`src/pkg/idimg_params.svh`:
```
`ifndef IDIMG_PARAMS_SVH
`define IDIMG_PARAMS_SVH
// word indices of the identification image
`define IDIMG_W_CAPS 8'h31
`define IDIMG_W_PIOMODE 8'h33
`define IDIMG_W_VALID 8'h35
`define IDIMG_W_CYLS 8'h36
`define IDIMG_W_HEADS 8'h37
`define IDIMG_W_SPT 8'h38
`define IDIMG_W_CAPLO 8'h39
`define IDIMG_W_CAPHI 8'h3A
`define IDIMG_W_MULT 8'h3B
`define IDIMG_W_LBALO 8'h3C
`define IDIMG_W_LBAHI 8'h3D
`define IDIMG_W_DMA 8'h3F
`define IDIMG_W_APIO 8'h40
`define IDIMG_W_DMAMIN 8'h41
`define IDIMG_W_DMAREC 8'h42
`define IDIMG_W_PIOMIN 8'h43
`define IDIMG_W_PIOFC 8'h44
`define IDIMG_W_MAJOR 8'h50
`define IDIMG_W_MINOR 8'h51
`define IDIMG_W_CMDSET 8'h52
`define IDIMG_W_CMDSET2 8'h53
`define IDIMG_W_SECUR 8'h80
`define IDIMG_W_VEND_LO 8'h81
`define IDIMG_W_VEND_HI 8'h9F
`define IDIMG_W_FIRST 8'h31
`define IDIMG_W_LAST 8'hFF
// fixed field values
`define IDIMG_CMDSET2_VAL 16'h4000
`define IDIMG_ZERO 16'h0000
`define IDIMG_BIT_STBY 13
`define IDIMG_BIT_FC 11
`define IDIMG_BIT_FCOFF 10
`define IDIMG_BIT_MVALID 8
`define IDIMG_BIT_SECLVL 8
`endif

```
`src/idimg_fifo.sv`:
```
// the word buffer module is declared beside the core that owns it

```
`src/pkg/idimg_pkg.sv`:
```
package idimg_pkg;
    // state one-hot codes
    typedef enum logic [2:0] {
        IDIMG_IDLE = 3'h1,
        IDIMG_BUSY = 3'h2,
        IDIMG_XFER = 3'h4
    } idimg_state_e;

    // fixed capability settings, sampled at reset release
    typedef struct packed {
        logic std_standby;
        logic fc_supported;
        logic fc_can_disable;
        logic [7:0] caps_vendor;
        logic [7:0] pio_mode;
        logic [7:0] pio_vendor;
        logic adv_valid;
        logic [31:0] lba_total;
        logic [7:0] dma_supported;
        logic [7:0] apio_supported;
        logic [15:0] dma_min_ns;
        logic [15:0] dma_rec_ns;
        logic [15:0] pio_min_ns;
        logic [15:0] pio_fc_ns;
        logic [15:0] major_ver;
        logic [15:0] minor_ver;
        logic [2:0] feat_set;
        logic sec_level;
        logic [4:0] sec_flags;
    } idimg_fixed_s;

    // variable state, may change between commands
    typedef struct packed {
        logic geo_valid;
        logic [15:0] cyls;
        logic [15:0] heads;
        logic [15:0] spt;
        logic [31:0] capacity;
        logic mult_valid;
        logic [7:0] mult_count;
        logic [7:0] dma_active;
    } idimg_var_s;

    typedef struct packed {
        idimg_state_e state;
        logic [7:0] wr_ptr;
        logic media_seen;
        idimg_fixed_s fixed;
    } idimg_regs_s;
endpackage

```
`src/idimg_core.sv`:
```
`timescale 1ns/1ps
`include "idimg_params.svh"
// How it works
// [RL1] word 49 bit 13 standby timer flag
// [RL2] word 49 bits 11,10 flow-control flags
// [RL3] word 51 upper byte PIO mode
// [RL4] word 53 validity bits 1 and 0
// [RL5] words 54-58 current geometry and capacity
// [RL6] word 59 multiple-sector valid and count
// [RL7] words 60-61 fixed LBA sector total
// [RL8] word 63 DMA supported low, active high
// [RL9] word 64 advanced PIO map, upper zero
// [RL10] words 65-68 cycle times in ns
// [RL11] word 80 major revision flags
// [RL12] word 81 minor version code
// [RL13] word 82 feature set support bits
// [RL14] host ignores 82/83 both 0000h/FFFFh
// [RL15] word 83 reads 4000h always
// [RL16] word 128 security level and flags
// [RL17] reserved words and bits read zero
// [RL18] fixed words constant unless media changes
// [RL19] identify: busy, build, drq, interrupt
// [RL20] 32-bit fields low word first
// [RL21] read pointer restarts on each identify
module idimg_core #(
    parameter int FIFO_DEPTH = 8
) (
    input wire logic clk_i,
    input wire logic reset_i,
    input wire idimg_pkg::idimg_fixed_s fixed_i,
    input wire idimg_pkg::idimg_var_s var_i,
    input wire logic media_changed_i,
    input wire logic identify_i,
    input wire logic data_rd_i,
    output logic [15:0] data_o,
    output logic busy_o,
    output logic drq_o,
    output logic intrq_o,
    output logic [7:0] word_idx_o
);
    import idimg_pkg::*;

    idimg_regs_s r_ff;
    idimg_regs_s nxt_r;
    logic [15:0] word_val;
    logic [15:0] fifo_out;
    logic fifo_in_ready;
    logic fifo_out_valid;
    logic [7:0] rd_ptr_ff;
    logic [7:0] nxt_rd_ptr;
    logic [15:0] data_ff;
    logic intrq_ff;
    logic nxt_intrq;
    logic started_ff;
    logic push;
    logic pop;

    // ===========================================================
    // image word generator
    // ===========================================================
    // latched fixed copy keeps fixed words steady between media changes, even mid-run
    always_comb begin
        word_val = `IDIMG_ZERO; // reserved words default to zero [RL17]
        if (r_ff.wr_ptr == `IDIMG_W_CAPS) begin
            word_val[`IDIMG_BIT_STBY] = r_ff.fixed.std_standby; // [RL1]
            word_val[`IDIMG_BIT_FC] = r_ff.fixed.fc_supported; // [RL2]
            word_val[`IDIMG_BIT_FCOFF] = r_ff.fixed.fc_can_disable; // [RL2]
            word_val[7:0] = r_ff.fixed.caps_vendor;
        end else if (r_ff.wr_ptr == `IDIMG_W_PIOMODE) begin
            word_val = {r_ff.fixed.pio_mode, r_ff.fixed.pio_vendor}; // [RL3]
        end else if (r_ff.wr_ptr == `IDIMG_W_VALID) begin
            word_val[1:0] = {r_ff.fixed.adv_valid, var_i.geo_valid}; // [RL4]
        end else if (r_ff.wr_ptr == `IDIMG_W_CYLS) begin
            word_val = var_i.cyls; // [RL5]
        end else if (r_ff.wr_ptr == `IDIMG_W_HEADS) begin
            word_val = var_i.heads; // [RL5]
        end else if (r_ff.wr_ptr == `IDIMG_W_SPT) begin
            word_val = var_i.spt; // [RL5]
        end else if (r_ff.wr_ptr == `IDIMG_W_CAPLO) begin
            word_val = var_i.capacity[15:0]; // [RL5] [RL20]
        end else if (r_ff.wr_ptr == `IDIMG_W_CAPHI) begin
            word_val = var_i.capacity[31:16]; // [RL20]
        end else if (r_ff.wr_ptr == `IDIMG_W_MULT) begin
            word_val[`IDIMG_BIT_MVALID] = var_i.mult_valid; // [RL6]
            word_val[7:0] = var_i.mult_count; // [RL6]
        end else if (r_ff.wr_ptr == `IDIMG_W_LBALO) begin
            word_val = r_ff.fixed.lba_total[15:0]; // [RL7] [RL20]
        end else if (r_ff.wr_ptr == `IDIMG_W_LBAHI) begin
            word_val = r_ff.fixed.lba_total[31:16]; // [RL7]
        end else if (r_ff.wr_ptr == `IDIMG_W_DMA) begin
            word_val = {var_i.dma_active, r_ff.fixed.dma_supported}; // [RL8]
        end else if (r_ff.wr_ptr == `IDIMG_W_APIO) begin
            word_val[7:0] = r_ff.fixed.apio_supported; // [RL9]
        end else if (r_ff.wr_ptr == `IDIMG_W_DMAMIN) begin
            word_val = r_ff.fixed.dma_min_ns; // [RL10]
        end else if (r_ff.wr_ptr == `IDIMG_W_DMAREC) begin
            word_val = r_ff.fixed.dma_rec_ns; // [RL10]
        end else if (r_ff.wr_ptr == `IDIMG_W_PIOMIN) begin
            word_val = r_ff.fixed.pio_min_ns; // [RL10]
        end else if (r_ff.wr_ptr == `IDIMG_W_PIOFC) begin
            word_val = r_ff.fixed.pio_fc_ns; // [RL10]
        end else if (r_ff.wr_ptr == `IDIMG_W_MAJOR) begin
            word_val = r_ff.fixed.major_ver; // [RL11]
        end else if (r_ff.wr_ptr == `IDIMG_W_MINOR) begin
            word_val = r_ff.fixed.minor_ver; // [RL12]
        end else if (r_ff.wr_ptr == `IDIMG_W_CMDSET) begin
            word_val[2:0] = r_ff.fixed.feat_set; // [RL13]
        end else if (r_ff.wr_ptr == `IDIMG_W_CMDSET2) begin
            word_val = `IDIMG_CMDSET2_VAL; // [RL15] [RL14]
        end else if (r_ff.wr_ptr == `IDIMG_W_SECUR) begin
            word_val[`IDIMG_BIT_SECLVL] = r_ff.fixed.sec_level; // [RL16]
            word_val[4:0] = r_ff.fixed.sec_flags; // [RL16]
        end else if (r_ff.wr_ptr >= `IDIMG_W_VEND_LO
                     && r_ff.wr_ptr <= `IDIMG_W_VEND_HI) begin
            word_val = `IDIMG_ZERO; // vendor area left blank
        end
    end

    // ===========================================================
    // command sequencer
    // ===========================================================
    assign push = (r_ff.state == IDIMG_BUSY) && fifo_in_ready;
    assign pop = data_rd_i && fifo_out_valid && (r_ff.state == IDIMG_XFER);

    always_comb begin
        nxt_r = r_ff;
        nxt_intrq = 1'b0;
        nxt_rd_ptr = rd_ptr_ff;
        // fixed copy refreshes on a media change, besides the one sample after reset release [RL18]
        if (media_changed_i) begin
            nxt_r.fixed = fixed_i;
        end
        case (r_ff.state)
            IDIMG_IDLE: begin
                if (identify_i) begin
                    nxt_r.state = IDIMG_BUSY; // [RL19]
                    nxt_r.wr_ptr = `IDIMG_W_FIRST;
                    nxt_rd_ptr = `IDIMG_W_FIRST; // [RL21]
                end
            end
            IDIMG_BUSY: begin
                // prefill until fifo full, then hand over to host
                if (!fifo_in_ready || (push
                    && r_ff.wr_ptr == `IDIMG_W_LAST)) begin
                    nxt_r.state = IDIMG_XFER; // [RL19]
                    nxt_intrq = 1'b1; // [RL19]
                end
                if (push && r_ff.wr_ptr != `IDIMG_W_LAST) begin
                    nxt_r.wr_ptr = r_ff.wr_ptr + 8'h01;
                end else if (push) begin
                    // image fitted the fifo: nothing left to refill
                    nxt_r.media_seen = 1'b0;
                end
                // a new identify mid-build starts over [RL21]
                if (identify_i) begin
                    nxt_r.state = IDIMG_BUSY;
                    nxt_r.wr_ptr = `IDIMG_W_FIRST;
                    nxt_rd_ptr = `IDIMG_W_FIRST;
                    nxt_intrq = 1'b0;
                end
            end
            IDIMG_XFER: begin
                // refill behind the host's reads
                if (fifo_in_ready && r_ff.media_seen) begin
                    if (r_ff.wr_ptr != `IDIMG_W_LAST) begin
                        nxt_r.wr_ptr = r_ff.wr_ptr + 8'h01;
                    end else begin
                        nxt_r.media_seen = 1'b0;
                    end
                end
                if (pop) begin
                    nxt_rd_ptr = rd_ptr_ff + 8'h01; // [RL21]
                    if (rd_ptr_ff == `IDIMG_W_LAST) begin
                        nxt_r.state = IDIMG_IDLE;
                    end
                end
                if (identify_i) begin
                    nxt_r.state = IDIMG_BUSY; // restart [RL21]
                    nxt_r.wr_ptr = `IDIMG_W_FIRST;
                    nxt_rd_ptr = `IDIMG_W_FIRST;
                end
            end
            default: begin
                nxt_r.state = IDIMG_IDLE;
            end
        endcase
        // media_seen here marks that words remain to be pushed
        if (nxt_r.state == IDIMG_BUSY) begin
            nxt_r.media_seen = 1'b1;
        end
    end

    // fixed copy sampled one cycle after reset release
    always_ff @(posedge clk_i) begin
        if (reset_i) begin
            r_ff <= '{state: IDIMG_IDLE, wr_ptr: 8'h00,
                      media_seen: 1'b0, fixed: '0};
            rd_ptr_ff <= 8'h00;
            intrq_ff <= 1'b0;
            started_ff <= 1'b0;
            data_ff <= 16'h0000;
        end else begin
            r_ff <= nxt_r;
            if (!started_ff) begin
                r_ff.fixed <= fixed_i;
            end
            started_ff <= 1'b1;
            rd_ptr_ff <= nxt_rd_ptr;
            intrq_ff <= nxt_intrq;
            if (pop) begin
                data_ff <= fifo_out; // registered data out
            end
        end
    end

    // ===========================================================
    // word buffer between generator and data port
    // ===========================================================
    idimg_fifo #(
        .WIDTH(16),
        .DEPTH(FIFO_DEPTH)
    ) idimg_fifo_inst (
        .clk_i(clk_i),
        .reset_i(reset_i),
        .in_valid_i(push || (r_ff.state == IDIMG_XFER
                    && r_ff.media_seen)),
        .in_ready_o(fifo_in_ready),
        .in_data_i(word_val),
        .out_valid_o(fifo_out_valid),
        .out_ready_i(pop),
        .out_data_o(fifo_out),
        .flush_i(identify_i)
    );

    assign data_o = data_ff;
    assign busy_o = (r_ff.state == IDIMG_BUSY);
    assign drq_o = (r_ff.state == IDIMG_XFER) && fifo_out_valid;
    assign intrq_o = intrq_ff;
    assign word_idx_o = rd_ptr_ff;
endmodule

// ===========================================================
// word buffer
// ===========================================================
// small fifo with valid/ready on both sides; depth a power of two
module idimg_fifo #(
    parameter int WIDTH = 16,
    parameter int DEPTH = 8
) (
    input wire logic clk_i,
    input wire logic reset_i,
    input wire logic in_valid_i,
    output logic in_ready_o,
    input wire logic [WIDTH-1:0] in_data_i,
    output logic out_valid_o,
    input wire logic out_ready_i,
    output logic [WIDTH-1:0] out_data_o,
    input wire logic flush_i
);
    localparam int AW = $clog2(DEPTH);
    logic [WIDTH-1:0] mem_ff [DEPTH];
    logic [AW:0] rd_ff;
    logic [AW:0] wr_ff;
    logic do_wr;
    logic do_rd;

    // full when pointers differ only in the wrap bit
    assign in_ready_o = !((rd_ff[AW] != wr_ff[AW])
                          && (rd_ff[AW-1:0] == wr_ff[AW-1:0]));
    assign out_valid_o = (rd_ff != wr_ff);
    assign out_data_o = mem_ff[rd_ff[AW-1:0]];
    assign do_wr = in_valid_i && in_ready_o;
    assign do_rd = out_valid_o && out_ready_i;

    // pointers; flush drops whatever a stale command left behind
    always_ff @(posedge clk_i) begin
        if (reset_i || flush_i) begin
            rd_ff <= '0;
            wr_ff <= '0;
        end else begin
            if (do_wr) begin
                wr_ff <= wr_ff + 1'b1;
            end
            if (do_rd) begin
                rd_ff <= rd_ff + 1'b1;
            end
        end
    end

    // storage carries no reset
    always_ff @(posedge clk_i) begin
        if (do_wr) begin
            mem_ff[wr_ff[AW-1:0]] <= in_data_i;
        end
    end
endmodule

```
`config.mk`:
```
export PLATFORM = sky130hd
export DESIGN_NAME = idimg_core
export DESIGN_NICKNAME = d
export VERILOG_FILES = /design/src/idimg_fifo.sv /design/src/pkg/idimg_pkg.sv /design/src/idimg_core.sv
export VERILOG_INCLUDE_DIRS = /design/src /design/src/pkg
export SDC_FILE = /design/constraint.sdc
export NUM_CORES = 1
export LEC_CHECK = 0
export BUFFER_PORTS_ARGS = -buffer_cell sky130_fd_sc_hd__buf_4
export CAP_MARGIN = 20
export CORE_AREA = 3 3 182 273
export DETAILED_ROUTE_END_ITERATION = 8
export DIE_AREA = 0 0 185 276
export GPL_TIMING_DRIVEN = 1
export PLACE_DENSITY = 0.54
export REMOVE_ABC_BUFFERS = 1
export SLEW_MARGIN = 20
export SYNTH_ARGS = -nofsm -noshare
export SYNTH_HDL_FRONTEND = slang
export SYNTH_SLANG_ARGS = --single-unit
```
`constraint.sdc`:
```
create_clock -name clk_i -period 4.5 [get_ports clk_i]
set_input_delay 0.225 -clock clk_i [delete_from_list [all_inputs] [get_ports clk_i]]
set_output_delay 0.225 -clock clk_i [all_outputs]
set_load 0.1 [all_outputs]
```
==> flow_summary.toml, run 1 <==
[worst_setup_path]
critical_path_required_ns = 4.74
cp_max_fo = 39
startpoint_type = "register"
crit_type = "register to register"
worstReg2RegStart = "r_ff[183]"
cp-end-kind = "register"
startpoint = "r_ff[183]"
cp.arrival_ns = 3.79

[floorplan]
core_um2 = 47600
rows = 98
dieHeight_um = 276
die_width_um = 185
num_io_pins = 311
initial_core_util = 0.349
die-area_um2 = 51100

[sta]
max_slew_margin = 0.299
finalCritPeriodShare = 0.790
hold_viol_final = 0
fin_skew_ns = 0.0162
tightest_slew_ns = 1.05
rsz0062_at_grt = "false"
max_clock_freq_ghz = 0.281
setup_tns_ns = 0
layout_min_cycle_time_ns = 3.55
setup_ws_ns = 0.947
slew_violations = 0
setup_violations = 0

[cells_and_area]
final_util = 0.471
multiInputGateArea_um2 = 7610
nNetsFinal = 2538
num-fill-cells = 4565
area_delta_synth_final_pct = 34.8
stdcell_count = 2873
diodes = 0
regArea_um2 = 8390
drive_gt1_frac = 0.209

[placement]
gp_congestion = 1.00
hpwl_mm = 49.0
dp_cells = 2631
port_buffers = 310
post-place-ws_ns = 1.06

[synth]
synth.distinct_cells = 82
yosys.area.top_type = "dfxtp_1"
avgSynthCellArea_um2 = 9.07
synth_seq_cells = 355
synth.area.top_cells = "dfxtp_1, edfxtp_1, nand2_1"
netlist.area_leader.share = 0.273
synth_edf_count = 128
synthCells = 1833
synthTopCellsByCount = "nand2_1, a21oi_1, dfxtp_1"
yosysSeqAreaShare = 0.505
syn_area_um2 = 16600
synth_warnings = 0
synth_ff_type = "dfxtp_1"
synth_most_common_cell = "nand2_1"
async_flop_share = 0

[detailed_routing]
drc_errors = 0
ant_nets = 0
vias = 15851
routed_wl_mm = 66.0
initialDrtViolationCount = 1428
via_per_inst = 5.52
first_pass_iters = 9
detail_route.wl_per_cell_um = 23.0

[global_routing]
grt_max_degree = 133
antenna_found_initial = 0
track_usage = 0.253
grt_pass1_vias = 16015
overflow = 0
grt_pass1_wl_mm = 98.3

[status]
status = "completed"

[flow_run]
cap_violations = 0

[clock_tree]
cts_htree_levels = 2
cts_tree = "yes"
cts-root-buf = "clkbuf_16"
clock_sinks = 355
clockBufferDepth = 3
clk_pin_slew_ns = 0.06
cts_buffers = 35
clk_latency_ns = 0.54

[power]
power_density_nw_per_um2 = 327
p_leak_nw = 8.31
ir_drop_mv = 0.233

[hold_path]
min_from = "reset_i"
hold_path_class = "input pin to register"
## cells by family after synthesis
family	synth area share
muxes	0.0530
DFF	0.505
adders and majority gates	0.00527
xor gates and xnor gates	0.0111
AOI/OAI and AO/OA	0.198
and+or+nand+nor	0.186
buffers and inverters	0.0425
## critical path: stages, from the launching register on
cell	delay, ns
dfxtp_1	0.41
inv_1	0.10
ha_2	0.44
buf_4	0.38
nor2_1	0.35
and3b_1	0.25
nor2_1	0.41
o2111a_1	0.26
o22ai_1	0.07
a21oi_1	0.55
## power by group
group / leakage [nW] / internal, mW / total (mW) / switching, mW
sequential: 2.93 / 3.42 / 3.54 / 0.119
clock: 0.539 / 1.64 / 2.88 / 1.24
combinational: 4.84 / 0.423 / 0.902 / 0.479
## cell type report
cell class,instances,share of cell area
clock inverters,18,0.00720
repair buffers,529,0.200
well taps,600,0.0335
multi-input cells,1311,0.340
flip-flops and latches,355,0.374
clock buffers,45,0.0431
inverters,15,0.00251
## path summary, 6_finish.rpt
| check | slack (ns) | cells past startpoint | endpoint |
|---|---|---|---|
| worst max-delay path | 0.95 | 9 | idimg_fifo_inst.mem_ff[6][15] |
| worst min-delay path | 0.02 | 2 | r_ff[71] |
| worst max register to register | 0.95 | 9 | idimg_fifo_inst.mem_ff[6][15] |
| worst min register to register | 0.45 | 2 | r_ff[72] |
## per-stage QoR
step / area (µm²) / power, mW / hold slack, ns
CTS: 22400 / 7.38 / 0.00427
detailed placement: 19500 / 4.37 / 0.447
global placement: 19500 / 4.37 / 0.442
floorplan: 16000 / 3.90 / 0.290
global route: 22400 / 7.59 / 0.00421
finish: 22400 / 7.32 / 0.0182
## sequential cells by signal, indices dropped and copies added (netlist names)
register,count
data_o,16
idimg_fifo_inst.rd_ff,4
intrq_o,1
started_ff,1
idimg_fifo_inst.mem_ff,128
idimg_fifo_inst.wr_ff,4
word_idx_o,8
r_ff,193
## placed cells by master (no fill, tap or decap), types with 7 or more instances in the layout
master,n
a31oi_1,12
nand2b_1,22
dlygate4sd3_1,179
mux4_2,32
a221oi_1,19
nor2_1,88
xor2_1,14
clkbuf_16,36
inv_1,15
nand2_1,446
mux2i_1,16
edfxtp_1,128
nor3_1,15
a22oi_1,10
o21ai_0,57
nand3_1,35
o211ai_1,9
nand4_1,8
o22ai_1,28
nor2b_1,11
o221ai_1,11
a21oi_1,271
a2bb2oi_1,7
xnor2_1,7
and3_1,13
a211oi_1,30
buf_4,345
dfxtp_1,226
## layer usage
metal  wire length, µm  share of wire  up-vias  global-route usage
met5                 0              0        -                   0
met4              3880          0.059        0               0.128
met3              3820          0.058      174              0.0316
met2             33500           0.51      706               0.443
met1             24800           0.38     7545               0.303
li1                  -              -     7426                   -
## what timing repair did
action / CTS / global route
resized for setup: 0 / 0
hold buffers: 179 / 0
buffers inserted: 0 / 0
endpoints found under the hold margin: 179 / 0
No activity file was read; power rests on OpenSTA's default activity.
==> run 2, diff against run 1 <==
--- a/config.mk
+++ b/config.mk
@@ -6,6 +6,7 @@
 export SDC_FILE = /design/constraint.sdc
 export NUM_CORES = 1
 export LEC_CHECK = 0
+export ABC_AREA = 1
 export BUFFER_PORTS_ARGS = -buffer_cell sky130_fd_sc_hd__buf_4
 export CAP_MARGIN = 20
 export CORE_AREA = 3 3 182 273
==> constraint.sdc (replaced) <==
create_clock -name clk_i -period 3.7 [get_ports clk_i]
set_input_delay 0.185 -clock clk_i [delete_from_list [all_inputs] [get_ports clk_i]]
set_output_delay 0.185 -clock clk_i [all_outputs]
set_load 0.1 [all_outputs]
==> flow_summary.toml, run 2 <==
[clock_tree]
cts_setup_buffers = 0
clock_sinks = 355
cts_htree_levels = 2
clk_latency_ns = 0.54
cts-root-buf = "clkbuf_16"
clockBufferDepth = 3
cts_tree = "yes"
clk_pin_slew_ns = 0.06
cts_buffers = 37

[sta]
tightest_slew_ns = 1.05
finalCritPeriodShare = 0.918
max_clock_freq_ghz = 0.294
fin_skew_ns = 0.0259
rsz0062_at_grt = "false"
slew_violations = 0
max_slew_margin = 0.300
setup_violations = 0
layout_min_cycle_time_ns = 3.40
hold_viol_final = 0
setup_tns_ns = 0
setup_ws_ns = 0.302

[placement]
hpwl_mm = 41.6
dp_cells = 3061
port_buffers = 310
gp_congestion = 0.937
post-place-ws_ns = 0.160

[synth]
netlist.area_leader.share = 0.275
synthTopCellsByCount = "nor2_1, nand2_1, o21ai_0"
synth.distinct_cells = 40
synth_seq_cells = 355
synth_edf_count = 128
synth_ff_type = "dfxtp_1"
async_flop_share = 0
avgSynthCellArea_um2 = 7.39
yosysSeqAreaShare = 0.508
syn_area_um2 = 16500
synth_warnings = 0
synth_most_common_cell = "nor2_1"
yosys.area.top_type = "dfxtp_1"
synth.area.top_cells = "dfxtp_1, edfxtp_1, nor2_1"
synthCells = 2233

[cells_and_area]
nNetsFinal = 2968
final_util = 0.473
multiInputGateArea_um2 = 7060
regMostFlops = "r_ff"
drive_gt1_frac = 0.173
largest_reg_flops = 193
regArea_um2 = 8390
final_cell_mix = "nor2_1, nand2_1, buf_4"
final_common_cell = "nor2_1"
area_delta_synth_final_pct = 36.2
num-fill-cells = 4726
stdcell_count = 3310

[power]
power_mw = 8.90
power_frac_comb = 0.094
p_clk_frac = 0.424
switching_share = 0.232
p_leak_nw = 9.91
p_sw_mw = 2.07
p_int_mw = 6.83
p_seq_frac = 0.482
power_density_nw_per_um2 = 396
ir_drop_mv = 0.240

[floorplan]
die-area_um2 = 51100
initial_core_util = 0.347
rows = 98
die_width_um = 185
num_io_pins = 311
core_um2 = 47600
dieHeight_um = 276

[detailed_routing]
initialDrtViolationCount = 928
detail_route.wl_per_cell_um = 17.8
vias = 16128
top_layer_used = "met4"
via_per_inst = 4.87
drc_errors = 0
first_pass_iters = 5
wl_met3_mm = 3.09
wl_met2_mm = 30.3
m1WireLength_mm = 23.4
ant_nets = 0
routed_wl_mm = 59.0

[hold_path]
hold_path_class = "input pin to register"

[global_routing]
grt_pass1_vias = 15862
grt_pass1_wl_mm = 89.4
track_usage = 0.224
overflow = 0
antenna_found_initial = 5
grt_max_degree = 153

[worst_setup_path]
cp_max_fo = 12
cp-end-kind = "register"
startpoint_type = "register"
cp.arrival_ns = 3.64
crit_type = "register to register"
critical_path_required_ns = 3.95

[flow_run]
cap_violations = 0

[status]
status = "completed"
[run 2: cell count changes in the layout (fill, tap and decap cells not counted), moves of 24 or more]
cell      delta
nor2_1     +444
o21ai_0    +254
a21oi_1    -230
inv_1      +134
nand2_1     +33
mux4_2      -32
a211oi_1    -27
or2_2       +24
[run 2: cell families after synthesis]
family	synth area share
AOI/OAI and AO/OA	0.136
xor gates and xnor gates	0.00212
adders and majority gates	0.00530
buffers and inverters	0.0670
DFF	0.508
and+or+nand+nor	0.282
[run 2: path summary, 6_finish.rpt]
path                            slack (ns)                            end  cells past startpoint          from
worst max-delay path                  0.30  idimg_fifo_inst.mem_ff[3][11]                     20     r_ff[182]
worst min-delay path                  0.02                      r_ff[144]                      3  fixed_i[144]
worst max register to register        0.30  idimg_fifo_inst.mem_ff[3][11]                     20     r_ff[182]
worst min register to register        0.46                       r_ff[62]                      2      r_ff[62]
[run 2: through the flow]
step                      cell area, µm²  hold WS (ns)
after floorplan                    16000         0.254
after global placement             19500         0.444
after detailed placement           19500         0.444
after CTS                          22500        0.0101
after global routing               22500        0.0114
final                              22500        0.0244
[run 2: cell type report]
class / count / share of cell area
Inverter: 163 / 0.0275
Tap cell: 600 / 0.0334
Multi-Input combinational cell: 1594 / 0.314
Timing Repair Buffer: 526 / 0.197
Antenna cell: 5 / 0.000556
Sequential cell: 355 / 0.373
Clock buffer: 51 / 0.0472
Clock inverter: 16 / 0.00751
[run 2: routing by layer]
layer / up-vias / GRT usage
met3: 113 / 0.0261
met5: - / 0
met2: 520 / 0.405
met4: 0 / 0.0851
met1: 7385 / 0.269
li1: 8110 / -
[run 2: critical path: stages (launching register included)]
cell	delay, ns
dfxtp_1	0.35
inv_1	0.14
ha_1	0.19
inv_1	0.14
nor2_4	0.25
nand2_2	0.17
inv_2	0.20
nand2_1	0.07
o21ai_0	0.10
o211ai_1	0.21
nand3_1	0.13
nand2_1	0.06
nand2_1	0.10
nand2_1	0.06
nand2_1	0.06
nand2_1	0.05
nand2_1	0.07
nand3_1	0.08
nand3b_1	0.13
nand2_1	0.06
a21oi_1	0.48
[run 2: power by group through the flow]
stage	registers (mW)	logic, mW	clock network [mW]
5_1_grt	4.30	0.919	4.01
3_5_place_dp	4.37	0.685	0
4_1_cts	4.29	0.837	3.85
3_3_place_gp	4.37	0.679	0
2_1_floorplan	4.36	0.289	0
6_report	4.29	0.836	3.78
[run 2: timing repair]
item / 4_1_cts / 5_1_grt
setup endpoints to repair: 0 / 27
gates resized for setup: 0 / 5
endpoints found under the hold margin: 187 / 0
hold buffers: 177 / 0
